==> src/omc_pkg.sv <==
// Purpose: constants and types shared by the operating mode controller
// Assumes: ref_clk at 25 MHz stands in for the fast rc oscillator clock
// Notes:   warm-up counts are expressed in fast oscillator clocks
package omc_pkg;
   // register offsets of the plain register port
   localparam logic [3:0] OMC_OFS_OSC_MODE  = 4'h0;  // oscillator_mode_register
   localparam logic [3:0] OMC_OFS_P1_WAKE   = 4'h1;  // port1_wake_mask
   localparam logic [3:0] OMC_OFS_STATUS    = 4'h2;  // current mode code in bits 2 to 0
   // field positions of the oscillator mode register
   localparam int OMC_BIT_FAST_STOP   = 1;
   localparam int OMC_BIT_SLOW_SEL    = 2;
   localparam int OMC_BIT_SLEEP_REQ   = 3;
   localparam int OMC_BIT_IDLE_REQ    = 4;
   // values after reset
   localparam logic [7:0] OMC_OSC_MODE_RST = 8'h00;
   localparam logic [7:0] OMC_P1_WAKE_RST  = 8'h00;
   // warm-up lengths in fast oscillator clocks
   localparam int OMC_RESET_WARMUP_CLKS = 2048;
   localparam int OMC_WAKE_WARMUP_CLKS  = 32;
   // slow mode instruction divider
   localparam int OMC_SLOW_DIV = 4;
   // cpu run-mode field encodings
   localparam logic [1:0] OMC_RUN_NORMAL = 2'b00;
   localparam logic [1:0] OMC_RUN_SLEEP  = 2'b01;
   localparam logic [1:0] OMC_RUN_GREEN  = 2'b10;
   // operating states
   typedef enum logic [2:0] {
      OMC_ST_RESET_WARM,
      OMC_ST_NORMAL,
      OMC_ST_SLOW,
      OMC_ST_GREEN,
      OMC_ST_POWER_DOWN,
      OMC_ST_WAKE_WARM
   } omc_state_type;
endpackage

==> src/omc_wake_if.sv <==
// Purpose: carries synchronised port levels to the wake detector
// Assumes: all signals on ref_clk
// Notes:   one modport per side
`timescale 1ns/1ps
`default_nettype none
interface omc_wake_if;
   logic [7:0] port0_lvl;   // synchronised port 0 levels
   logic [7:0] port1_lvl;   // synchronised port 1 levels
   logic [7:0] p1_mask;     // port 1 wake enables
   logic       arm;         // capture reference levels while low
   logic       pin_wake;    // level change seen, registered
   modport ctl (output port0_lvl, port1_lvl, p1_mask, arm, input pin_wake);
   modport det (input port0_lvl, port1_lvl, p1_mask, arm, output pin_wake);
endinterface
`default_nettype wire

==> src/omc_wake_detect.sv <==
// Purpose: flags any level change on the wake pins since arming
// Assumes: inputs already synchronised
// Notes:   reference levels follow the pins while disarmed
`timescale 1ns/1ps
`default_nettype none
module omc_wake_detect
   import omc_pkg::*;
(
   // clock and reset
   input wire logic ref_clk,
   input wire logic rst,
   // link to the controller
   omc_wake_if.det  wk
);
   logic [7:0] p0_ref_r;   // port 0 level at arming
   logic [7:0] p1_ref_r;   // port 1 level at arming
   logic       hit_r;      // registered wake flag

   // track levels while disarmed so arming starts from the live state
   always_ff @(posedge ref_clk)
   begin
      if (rst)
      begin
         p0_ref_r <= 8'h00;
         p1_ref_r <= 8'h00;
      end
      else if (!wk.arm)
      begin
         p0_ref_r <= wk.port0_lvl;
         p1_ref_r <= wk.port1_lvl;
      end
   end

   // either edge counts; port 0 always, port 1 per mask bit
   always_ff @(posedge ref_clk)
   begin
      if (rst)
         hit_r <= 1'b0;
      else
         hit_r <= wk.arm && (|(wk.port0_lvl ^ p0_ref_r) ||
                  |((wk.port1_lvl ^ p1_ref_r) & wk.p1_mask));
   end

   assign wk.pin_wake = hit_r;
endmodule
`default_nettype wire

==> src/omc_ctrl.sv <==
// Purpose: operating mode controller: clock select, gating, warm-up, wake
// Assumes: ref_clk is the fast oscillator clock; register port is plain
// Notes:   clocks are modelled as enables; the slow clock arrives as a level
//
// The strobed register port and the register addresses were chosen for this implementation.
`timescale 1ns/1ps
`default_nettype none
module omc_ctrl
   import omc_pkg::*;
#(
   parameter int RESET_WARMUP = OMC_RESET_WARMUP_CLKS  // shorten in simulation
)
(
   // clock and reset
   input  wire logic       ref_clk,
   input  wire logic       rst,
   // register port
   input  wire logic [3:0] reg_addr,
   input  wire logic [7:0] reg_wdata,
   input  wire logic       reg_wr,
   input  wire logic       reg_rd,
   output var  logic [7:0] reg_rdata,
   // wake sources
   input  wire logic [7:0] port0_pins,
   input  wire logic [7:0] port1_pins,
   input  wire logic       slow_osc_tick,
   input  wire logic       timer_wake_ovf,
   input  wire logic       compare_wake,
   input  wire logic       pwm_buzzer_ovf,
   // clock and execution control
   output var  logic       fast_osc_en,
   output var  logic       slow_osc_en,
   output var  logic       cpu_clk_slow_sel,
   output var  logic       cpu_run,
   output var  logic       cpu_step,
   output var  logic       timers_en,
   output var  logic       ext_irq_en,
   output var  logic       int_irq_en,
   output var  logic       wake_timer_en,
   output var  logic       pwm_buzzer_en,
   output var  logic [2:0] mode_code
);
   // cycle count derived from the warm-up figures
   localparam int WAKE_WARMUP = OMC_WAKE_WARMUP_CLKS;

   omc_state_type state_r;        // current operating state
   omc_state_type state_nxt;      // next operating state
   logic [11:0]   warm_cnt_r;     // warm-up down counter
   logic [11:0]   warm_cnt_nxt;   // next warm-up count
   logic          fast_stop_r;    // fast_osc_stop bit
   logic          slow_sel_r;     // slow_clock_select bit
   logic          sleep_req_r;    // sleep_request bit
   logic          idle_req_r;     // idle_request bit
   logic [7:0]    p1_mask_r;      // port1_wake_mask
   logic          green_from_slow_r; // mode to return to from green
   logic [7:0]    p0_s1_r;        // port 0 first sync stage
   logic [7:0]    p0_s2_r;        // port 0 second sync stage
   logic [7:0]    p1_s1_r;        // port 1 first sync stage
   logic [7:0]    p1_s2_r;        // port 1 second sync stage
   logic [2:0]    async_s1_r;     // slow tick, timer, compare first stage
   logic [2:0]    async_s2_r;     // second stage
   logic          slow_tick_d_r;  // previous synced slow tick for edge find
   logic [1:0]    slow_div_r;     // slow clock divide by four
   logic          slow_edge;      // one slow oscillator rising edge
   logic          wake_pins;      // pin level change
   logic          green_wake;     // any green mode wake cause
   logic [1:0]    run_field;      // cpu_run_mode_field view
   logic          wake_pd;        // leaving power down this cycle
   logic          wake_gr;        // leaving green this cycle
   logic          green_slow;     // green holds the slow source

   omc_wake_if wk ();

   // pins and other-domain inputs pass two flops before use
   always_ff @(posedge ref_clk)
   begin
      if (rst)
      begin
         p0_s1_r    <= 8'h00;
         p0_s2_r    <= 8'h00;
         p1_s1_r    <= 8'h00;
         p1_s2_r    <= 8'h00;
         async_s1_r <= 3'h0;
         async_s2_r <= 3'h0;
      end
      else
      begin
         p0_s1_r    <= port0_pins;
         p0_s2_r    <= p0_s1_r;
         p1_s1_r    <= port1_pins;
         p1_s2_r    <= p1_s1_r;
         async_s1_r <= {compare_wake, timer_wake_ovf, slow_osc_tick};
         async_s2_r <= async_s1_r;
      end
   end

   // detector armed only while asleep or idle
   assign wk.port0_lvl = p0_s2_r;
   assign wk.port1_lvl = p1_s2_r;
   assign wk.p1_mask   = p1_mask_r;
   assign wk.arm       = (state_r == OMC_ST_POWER_DOWN) || (state_r == OMC_ST_GREEN);
   assign wake_pins    = wk.pin_wake;

   omc_wake_detect u_wake (
      .ref_clk (ref_clk),
      .rst     (rst),
      .wk      (wk)
   );

   // pwm and buzzer overflow is deliberately not a wake cause
   assign green_wake = wake_pins || async_s2_r[1] || async_s2_r[2];
   assign run_field  = {idle_req_r, sleep_req_r};
   assign wake_pd    = (state_r == OMC_ST_POWER_DOWN) && wake_pins;
   assign wake_gr    = (state_r == OMC_ST_GREEN) && green_wake;
   assign slow_edge  = async_s2_r[0] && !slow_tick_d_r;
   // on the entry edge the stored source is stale, so judge it from the mode being left
   assign green_slow = (state_r == OMC_ST_GREEN) ? green_from_slow_r : (state_r == OMC_ST_SLOW);

   // mode state machine
   always_comb
   begin
      state_nxt    = state_r;
      warm_cnt_nxt = warm_cnt_r;
      case (state_r)
         OMC_ST_RESET_WARM:
         begin
            // hold execution until the reset warm-up runs out
            if (warm_cnt_r == 12'h000)
               state_nxt = OMC_ST_NORMAL;
            else
               warm_cnt_nxt = warm_cnt_r - 12'h001;
         end
         OMC_ST_NORMAL, OMC_ST_SLOW:
         begin
            // field decode; reserved code leaves the mode alone
            if (run_field == OMC_RUN_SLEEP)
               state_nxt = OMC_ST_POWER_DOWN;
            else if (run_field == OMC_RUN_GREEN)
               state_nxt = OMC_ST_GREEN;
            else if (!slow_sel_r && fast_stop_r)
               state_nxt = OMC_ST_POWER_DOWN;
            else if (slow_sel_r)
               state_nxt = OMC_ST_SLOW;
            else
               state_nxt = OMC_ST_NORMAL;
         end
         OMC_ST_GREEN:
         begin
            // clock never stopped, so no warm-up on the way out
            if (green_wake)
               state_nxt = green_from_slow_r ? OMC_ST_SLOW : OMC_ST_NORMAL;
         end
         OMC_ST_POWER_DOWN:
         begin
            if (wake_pins)
            begin
               state_nxt    = OMC_ST_WAKE_WARM;
               warm_cnt_nxt = 12'(WAKE_WARMUP - 1);
            end
         end
         OMC_ST_WAKE_WARM:
         begin
            // always lands in normal whatever came before
            if (warm_cnt_r == 12'h000)
               state_nxt = OMC_ST_NORMAL;
            else
               warm_cnt_nxt = warm_cnt_r - 12'h001;
         end
         default:
            state_nxt = OMC_ST_RESET_WARM;
      endcase
   end

   // state and warm-up counter
   always_ff @(posedge ref_clk)
   begin
      if (rst)
      begin
         state_r    <= OMC_ST_RESET_WARM;
         warm_cnt_r <= 12'(OMC_RESET_WARMUP_CLKS - 1);
      end
      else
      begin
         state_r    <= state_nxt;
         warm_cnt_r <= (state_r == OMC_ST_RESET_WARM && warm_cnt_r > 12'(RESET_WARMUP - 1))
                       ? 12'(RESET_WARMUP - 1) : warm_cnt_nxt;
      end
   end

   // remember where green was entered from
   always_ff @(posedge ref_clk)
   begin
      if (rst)
         green_from_slow_r <= 1'b0;
      else if (state_nxt == OMC_ST_GREEN && state_r != OMC_ST_GREEN)
         green_from_slow_r <= (state_r == OMC_ST_SLOW);
   end

   // oscillator mode bits; hardware clear of request bits wins over writes
   always_ff @(posedge ref_clk)
   begin
      if (rst)
      begin
         fast_stop_r <= OMC_OSC_MODE_RST[OMC_BIT_FAST_STOP];
         slow_sel_r  <= OMC_OSC_MODE_RST[OMC_BIT_SLOW_SEL];
         sleep_req_r <= OMC_OSC_MODE_RST[OMC_BIT_SLEEP_REQ];
         idle_req_r  <= OMC_OSC_MODE_RST[OMC_BIT_IDLE_REQ];
      end
      else if (wake_pd)
      begin
         sleep_req_r <= 1'b0;
         idle_req_r  <= 1'b0;
         fast_stop_r <= 1'b0;
         slow_sel_r  <= 1'b0;
      end
      else if (wake_gr)
      begin
         idle_req_r <= 1'b0;
      end
      else if (reg_wr && reg_addr == OMC_OFS_OSC_MODE)
      begin
         fast_stop_r <= reg_wdata[OMC_BIT_FAST_STOP];
         slow_sel_r  <= reg_wdata[OMC_BIT_SLOW_SEL];
         sleep_req_r <= reg_wdata[OMC_BIT_SLEEP_REQ];
         idle_req_r  <= reg_wdata[OMC_BIT_IDLE_REQ];
      end
   end

   // port 1 wake mask register
   always_ff @(posedge ref_clk)
   begin
      if (rst)
         p1_mask_r <= OMC_P1_WAKE_RST;
      else if (reg_wr && reg_addr == OMC_OFS_P1_WAKE)
         p1_mask_r <= reg_wdata;
   end

   // slow instruction rate: one step per four slow oscillator edges
   always_ff @(posedge ref_clk)
   begin
      if (rst)
      begin
         slow_tick_d_r <= 1'b0;
         slow_div_r    <= 2'h0;
      end
      else
      begin
         slow_tick_d_r <= async_s2_r[0];
         if (slow_edge)
            slow_div_r <= slow_div_r + 2'h1;
      end
   end

   // register read, data valid the cycle after the strobe
   always_ff @(posedge ref_clk)
   begin
      if (rst)
         reg_rdata <= 8'h00;
      else if (reg_rd)
      begin
         if (reg_addr == OMC_OFS_OSC_MODE)
            reg_rdata <= {3'h0, idle_req_r, sleep_req_r, slow_sel_r, fast_stop_r, 1'b0};
         else if (reg_addr == OMC_OFS_STATUS)
            reg_rdata <= {5'h00, mode_code};
         else
            reg_rdata <= 8'h00;   // mask is write-only, unmapped reads zero
      end
   end

   // clock, execution and peripheral gating per mode
   always_ff @(posedge ref_clk)
   begin
      if (rst)
      begin
         fast_osc_en      <= 1'b1;
         slow_osc_en      <= 1'b1;
         cpu_clk_slow_sel <= 1'b0;
         cpu_run          <= 1'b0;
         cpu_step         <= 1'b0;
         timers_en        <= 1'b0;
         ext_irq_en       <= 1'b0;
         int_irq_en       <= 1'b0;
         wake_timer_en    <= 1'b0;
         pwm_buzzer_en    <= 1'b0;
         mode_code        <= 3'h0;
      end
      else
      begin
         mode_code <= 3'(state_nxt);
         case (state_nxt)
            OMC_ST_NORMAL:
            begin
               fast_osc_en      <= 1'b1;
               slow_osc_en      <= 1'b1;
               cpu_clk_slow_sel <= 1'b0;
               cpu_run          <= 1'b1;
               cpu_step         <= 1'b1;
               timers_en        <= 1'b1;
               ext_irq_en       <= 1'b1;
               int_irq_en       <= 1'b1;
               wake_timer_en    <= 1'b1;
               pwm_buzzer_en    <= 1'b1;
            end
            OMC_ST_SLOW:
            begin
               fast_osc_en      <= !fast_stop_r;
               slow_osc_en      <= 1'b1;
               cpu_clk_slow_sel <= 1'b1;
               cpu_run          <= 1'b1;
               cpu_step         <= slow_edge && (slow_div_r == 2'(OMC_SLOW_DIV - 1));
               timers_en        <= 1'b1;
               ext_irq_en       <= 1'b1;
               int_irq_en       <= 1'b1;
               wake_timer_en    <= 1'b1;
               pwm_buzzer_en    <= 1'b1;
            end
            OMC_ST_GREEN:
            begin
               // the slow source always runs; the fast one stops only when slow is selected and fast_osc_stop is set
               fast_osc_en      <= !fast_stop_r || !green_slow;
               slow_osc_en      <= 1'b1;
               cpu_clk_slow_sel <= green_slow;
               cpu_run          <= 1'b0;
               cpu_step         <= 1'b0;
               timers_en        <= 1'b0;
               ext_irq_en       <= 1'b1;
               int_irq_en       <= 1'b1; // wake timer interrupt only
               wake_timer_en    <= 1'b1;
               pwm_buzzer_en    <= 1'b1;
            end
            OMC_ST_POWER_DOWN:
            begin
               fast_osc_en      <= 1'b0;
               slow_osc_en      <= 1'b0;
               cpu_clk_slow_sel <= 1'b0;
               cpu_run          <= 1'b0;
               cpu_step         <= 1'b0;
               timers_en        <= 1'b0;
               ext_irq_en       <= 1'b0;
               int_irq_en       <= 1'b0;
               wake_timer_en    <= 1'b0;
               pwm_buzzer_en    <= 1'b0;
            end
            default:
            begin
               // warm-up: oscillators on, execution held
               fast_osc_en      <= 1'b1;
               slow_osc_en      <= 1'b1;
               cpu_clk_slow_sel <= 1'b0;
               cpu_run          <= 1'b0;
               cpu_step         <= 1'b0;
               timers_en        <= 1'b0;
               ext_irq_en       <= 1'b0;
               int_irq_en       <= 1'b0;
               wake_timer_en    <= 1'b0;
               pwm_buzzer_en    <= 1'b0;
            end
         endcase
      end
   end
endmodule
`default_nettype wire

==> config.mk <==
export PLATFORM = sky130hd
export DESIGN_NAME = omc_ctrl
export DESIGN_NICKNAME = d
export VERILOG_FILES = /design/src/omc_pkg.sv /design/src/omc_wake_if.sv /design/src/omc_wake_detect.sv /design/src/omc_ctrl.sv
export SDC_FILE = /design/constraint.sdc
export NUM_CORES = 1
export LEC_CHECK = 0
export BUFFER_PORTS_ARGS = -buffer_cell sky130_fd_sc_hd__buf_2
export CAP_MARGIN = 0
export CORE_MARGIN = 2
export CORE_UTILIZATION = 25
export CTS_BUF_LIST = sky130_fd_sc_hd__clkbuf_16
export CTS_CLUSTER_DIAMETER = 200
export DETAILED_ROUTE_END_ITERATION = 8
export PLACE_DENSITY = 0.4
export SYNTH_ARGS = -nofsm -noshare
export SYNTH_HDL_FRONTEND = slang
export SYNTH_SLANG_ARGS = --single-unit
==> constraint.sdc <==
create_clock -name ref_clk -period 2.9 [get_ports ref_clk]
set_input_delay 0.58 -clock ref_clk [delete_from_list [all_inputs] [get_ports ref_clk]]
set_output_delay 0.58 -clock ref_clk [all_outputs]
set_load 0.01 [all_outputs]
**After elaboration in Yosys (flattened, before gate mapping)**

Cells that the tools add are included.
Widths: inputs -> output; s select.

- Flip-flop bits (word level): 100
- Bits in latches: 0
- RAM bits: 0
- ROM bits: 0
- Bits of input ports: 36
- Output and inout bits: 21
- Logic and storage cells: 105
- Memories: 0

- Add/subtract/negate cells: 2
- Multipliers: 0
- Div/mod/pow operators: 0
- Order comparisons: 1
- Equal/unequal tests: 17
- Shift-type cells: 0
- Muxes and demuxes: 21
- Bitwise gates (word level): 4
- Reduce and logical (&&, ||, !) cells: 34

Operator list:

| cell | count |
|---|---|
| $mux 12 | 2 |
| $pmux 12 s2 | 1 |
| $mux 3 | 7 |
| $reduce_or 8->1 | 2 |
| $xor 8x8->8 | 2 |
| $eq 3x2->1 const B | 4 |
| $gt 12x11->1 const B | 1 |
| $logic_not 12->1 | 1 |
| $pmux 3 s4 | 1 |
| $sub 12x1->12 const B | 1 |
| $logic_and 1x1->1 | 10 |
| $reduce_or 2->1 | 5 |
| $eq 3x3->1 const B | 3 |
| $and 8x8->8 | 1 |
| $eq 3x1->1 const B | 2 |
| $reduce_or 3->1 | 2 |
| $logic_or 1x1->1 | 5 |
| $mux 5 | 1 |
| $eq 2x2->1 const B | 2 |
| $eq 4x1->1 const B | 1 |
| $eq 4x2->1 const B | 1 |
| $logic_not 1->1 | 4 |
| $logic_not 4->1 | 1 |
| $mux 1 | 4 |
| other kinds (13) | 15 |

**Logic depth before layout (Yosys ltp)**

- Word-level depth: 9
- Gate-level depth with buffers: 8
- Gate-level depth less buffers: 7

**Modules after synthesis**

A second synthesis with hierarchy kept.

- Cells, all modules: 384
- Area, all modules: 3838.7 µm²

By module, submodules not included:

| module | times used | cells an instance | area an instance (µm²) | sequential area each (µm²) |
|---|---|---|---|---|
| omc_ctrl | 1 | 306 | 3022.9 | 1601.5 |
| omc_wake_detect | 1 | 78 | 815.8 | 340.3 |

**Least setup slack after synthesis**

No wires, ideal clock.

- Path kind: reg-to-reg
- From: register warm_cnt_r[2]
- To: register warm_cnt_r[10]
- Setup time: 0.063 ns
- Arrival time: 2.163 ns
- Data required time: 2.837 ns
- Path slack: 0.674 ns
- Stages on the path, launching flop included: 7
- Buffers on the path: 1
- Clock period less this slack: 2.226 ns
- Cells stage by stage: dfxtp_1 or4_4 buf_6 or2_4 or4_1 or4_1 nand3_1

- Word-level cells in the longest chain between the ends: 3
- Elaborated cells on any way between the ends: 9
- Classes of those cells: 1 x add/sub; 1 x order compare; 1 x eq/ne; 2 x mux; 4 x reduce/logical

Ends and longest elaborated chain:

| item | RTL line | source |
|---|---|---|
| start: declaration | omc_ctrl.sv:48 | `logic [11:0] warm_cnt_r;` |
| start signal: assignment | omc_ctrl.sv:180 | `warm_cnt_r <= 12'(OMC_RESET_WARMUP_CLKS - 1);` |
| start signal: assignment | omc_ctrl.sv:185 | `warm_cnt_r <= (state_r == OMC_ST_RESET_WARM && warm_cnt_r > 12'(RESET_WARMUP - 1))` |
| $sub 12x1->12, or another cell as far along | omc_ctrl.sv:131, omc_ctrl.sv:167 |  |
| $mux 12, or another cell as far along | omc_ctrl.sv:128, omc_ctrl.sv:164 |  |
| $pmux 12 s2, or another cell as far along | omc_ctrl.sv:124 | `case (state_r)` |

Several ways; a longest one is shown, not always the timed one. The select of a mux whose other input is x is not followed.
A chain may end at the register's enable or synchronous reset.

**Worst setup path in the final report**

- From: register warm_cnt_r[2]
- To: register warm_cnt_r[8]

Same word-level chain as after synthesis.

==> impl_results.md <==
* Outcome: finished clean
* IO Count at 57
* RSZ-0062 raised after global routing: no
* Largest family of logic cells by synthesized area: simple AND/OR/NAND/NOR gates
* CTS Hold Bufs at 0
* Yosys cell types at 56
* Vias per cell at 4.35
* Routability cong. at 0.739
* Synth top area cells: dfxtp_1 (50%), mux2i_1 (7.7%), nor2b_1 (6.7%)
* Most frequent cell after synthesis: dfxtp_1
* Worst Hold Launch: async_s1_r[0]$_SDFF_PP0_
* Worst-Skew Late Latency at 0.35 ns
* RR Startpoint: warm_cnt_r[2]$_SDFFE_PP1P_
* Crit start category: flop
* GRT Overall Usage at 10.6%
* Final Hold Fails at 0
* Final wirelength at 8.35 mm
* Fill count at 1597
* Max Clk Rate at 0.406 GHz
* Crit Path Class: reg -> reg
* TritonRoute pass-1 iters at 7
* Area share of the leading cell type in the synthesized netlist at 49.6%
* Synth area leader: dfxtp_1
* EDFF count, synth at 0
* Cell Rows at 45
* Sequential element share of the synthesized area at 49.6%
* Vias at 2887
* Top_reg_cell synth: dfxtp_1
* Relative slew slack at 51.6%
* CP required at 3.18 ns
* Clock-pin slew on the worst setup and hold paths at 0.07 ns
* Total CTS buffers at 9
* Synth Instances at 402
* Starting Density at 25.6%
* Vias in the first global route at 2748
* Post-synthesis adder-cell area fraction at 1.22%
* Die Ht at 129 µm
* Slew Limit Fails at 0
* DR iter-0 viols at 167
* Pwr Total at 2630 µW
* Input/output buffers at 52
* Leak pwr at 0.00186 µW
* PostCTS Resize Cnt at 0
* Total gr overflow at 0
* Postcts setup bufs at 0
* Power per Cell Area at 566 mW/mm²
* CORE AREA at 0.0153 mm²
* Simple-gate share of the synthesized area at 22.9%
* Crit path DAT at 2.75 ns
* Worst-case clock buffer depth at 2
* Fin crit period at 2.46 ns
* Share of layout cells above drive strength 1 at 19.2%
* DPL Wire Length at 5.84 mm
* Worst-margin pin slew at 0.724 ns
* Mapped Area at 0.00391 mm²
* Setup TNS Final at 0 ns
* Final worst clock skew at 0.00928 ns
* WL/cell at 12.6 µm
* Largest net degree at the start of global routing at 39
* Area delta synth->final at 18.7%
* CTS sink count at 97
* Xor/xnor share of the synthesized area at 4.03%
* Finish-stage setup viols at 0
* Synthesized flop and latch total at 97
* H-tree levels at 3
* Post-Layout Inst Area at 0.00464 mm²
* Die span in x at 129 µm
* CTS tree: done
* DR DRC count at 0
* Hold Path Class: reg -> reg
* Antenna Violating Nets Remaining at 0
* Max IR drop VDD at 0.000404 V
* Synthesized area per cell at 9.73 µm²
* ANT cells at 0
* Crit path from: warm_cnt_r[2]$_SDFFE_PP1P_
* Max cap viols at 0
* Maximum fanout along the worst path at 18
* Initial antenna violation count at 1
* DIE AREA at 0.0167 mm²
* Placed instance area at 0.00436 mm²
* Post-synthesis mux area share at 8.25%
* Synth top cells by count: dfxtp_1 (97), nor2b_1 (42), nor2_1 (35)
* Crit. End Element: flop
* Synth Area in Compound Gates at 9.66%
* First-pass GRT wire length at 13.7 mm
* Asr flop ratio synth at 0%
* Final #Nets at 486
* Clk Tree Root Cell: clkbuf_16
* Ys Warns at 0
* Final period util at 84.9%
[registers in the layout, indices dropped and copies added, names as in the netlist, 2 cells and up]
| register | count |
|---|---|
| warm_cnt_r | 12 |
| p0_s1_r | 8 |
| p0_s2_r | 8 |
| p1_mask_r | 8 |
| p1_s1_r | 8 |
| p1_s2_r | 8 |
| u_wake.p0_ref_r | 8 |
| u_wake.p1_ref_r | 8 |
| reg_rdata | 5 |
| async_s1_r | 3 |
| async_s2_r | 3 |
| mode_code | 3 |
| slow_div_r | 2 |
[cells by family after synthesis]
group / Yosys count
AOI/OAI and AO/OA: 54
buffers and inverters: 35
and+or+nand+nor: 161
xor gates and xnor gates: 18
other: 1
muxes: 32
adders and majority gates: 4
DFF: 97
[routing by layer]
metal	share of wire (%)	vias up	GRT usage, %	wire length, µm
met5	0.16	-	0	13
met4	0.97	2	3.07	81
met3	4.5	7	4.09	379
met2	46	55	17.4	3860
met1	48	1341	12.9	4010
li1	-	1482	-	-
[per-stage QoR]
stage / hold WS [ns] / utilization (%) / std cells / setup slack (ns)
CTS: 0.422 / 30.4 / 663 / 0.464
global placement: 0.420 / 28.6 / 647 / 0.549
floorplan: 0.414 / - / 404 / 0.674
global route: 0.420 / 30.4 / 663 / 0.265
finish: 0.434 / 30.4 / 663 / 0.437
detailed placement: 0.420 / 28.6 / 647 / 0.524
[layout by cell type (no fill, tap or decap), types with 4 or more instances in the layout]
master	netlist	final
dfxtp_1	97	97
buf_2	1	52
nor2b_1	42	42
nor2_1	35	35
mux2i_1	30	30
nand3_1	17	17
xor2_1	17	17
a21oi_1	12	12
nor3_1	11	11
inv_1	8	9
nand2b_1	9	9
clkbuf_16	0	9
nor4_1	8	8
o21ai_0	9	8
nand2_1	8	8
or4_1	8	8
buf_4	7	7
o211ai_1	5	5
nand4_1	5	5
or2_2	4	4
or3_1	4	4
a22oi_1	4	4
[critical path, cell delays in order (launching register included)]
cell	delay, ns
dfxtp_1	0.34
or4_4	0.60
nor4_1	0.50
o22a_1	0.61
o311ai_0	0.24
nand3_1	0.12
[where the power goes]
part	total, µW	internal, µW	switching [µW]
Sequential	1390	1370	18.1
Clock	1110	590	524
Combinational	126	59.3	66.4
Total	2630	2020	608
[path summary, 6_finish.rpt]
| kind | cells past startpoint | slack (ns) | end |
|---|---|---|---|
| setup / recovery | 5 | 0.44 | warm_cnt_r[8]$_SDFFE_PP1P_ |
| hold / removal | 1 | 0.43 | async_s2_r[0]$_SDFF_PP0_ |
| setup reg to reg | 5 | 0.44 | warm_cnt_r[8]$_SDFFE_PP1P_ |
| hold reg to reg | 1 | 0.43 | async_s2_r[0]$_SDFF_PP0_ |
[final cells by class]
cell class	instances	area, µm²	share of cell area, %
repair buffers	59	313	6.73
clock buffers	9	225	4.85
flip-flops and latches	97	1940	41.8
clock inverters	7	55.1	1.19
well taps	211	264	5.68
multi-input cells	272	1820	39.1
inverters	8	30.0	0.647
(Power assumes the default switching activity.)
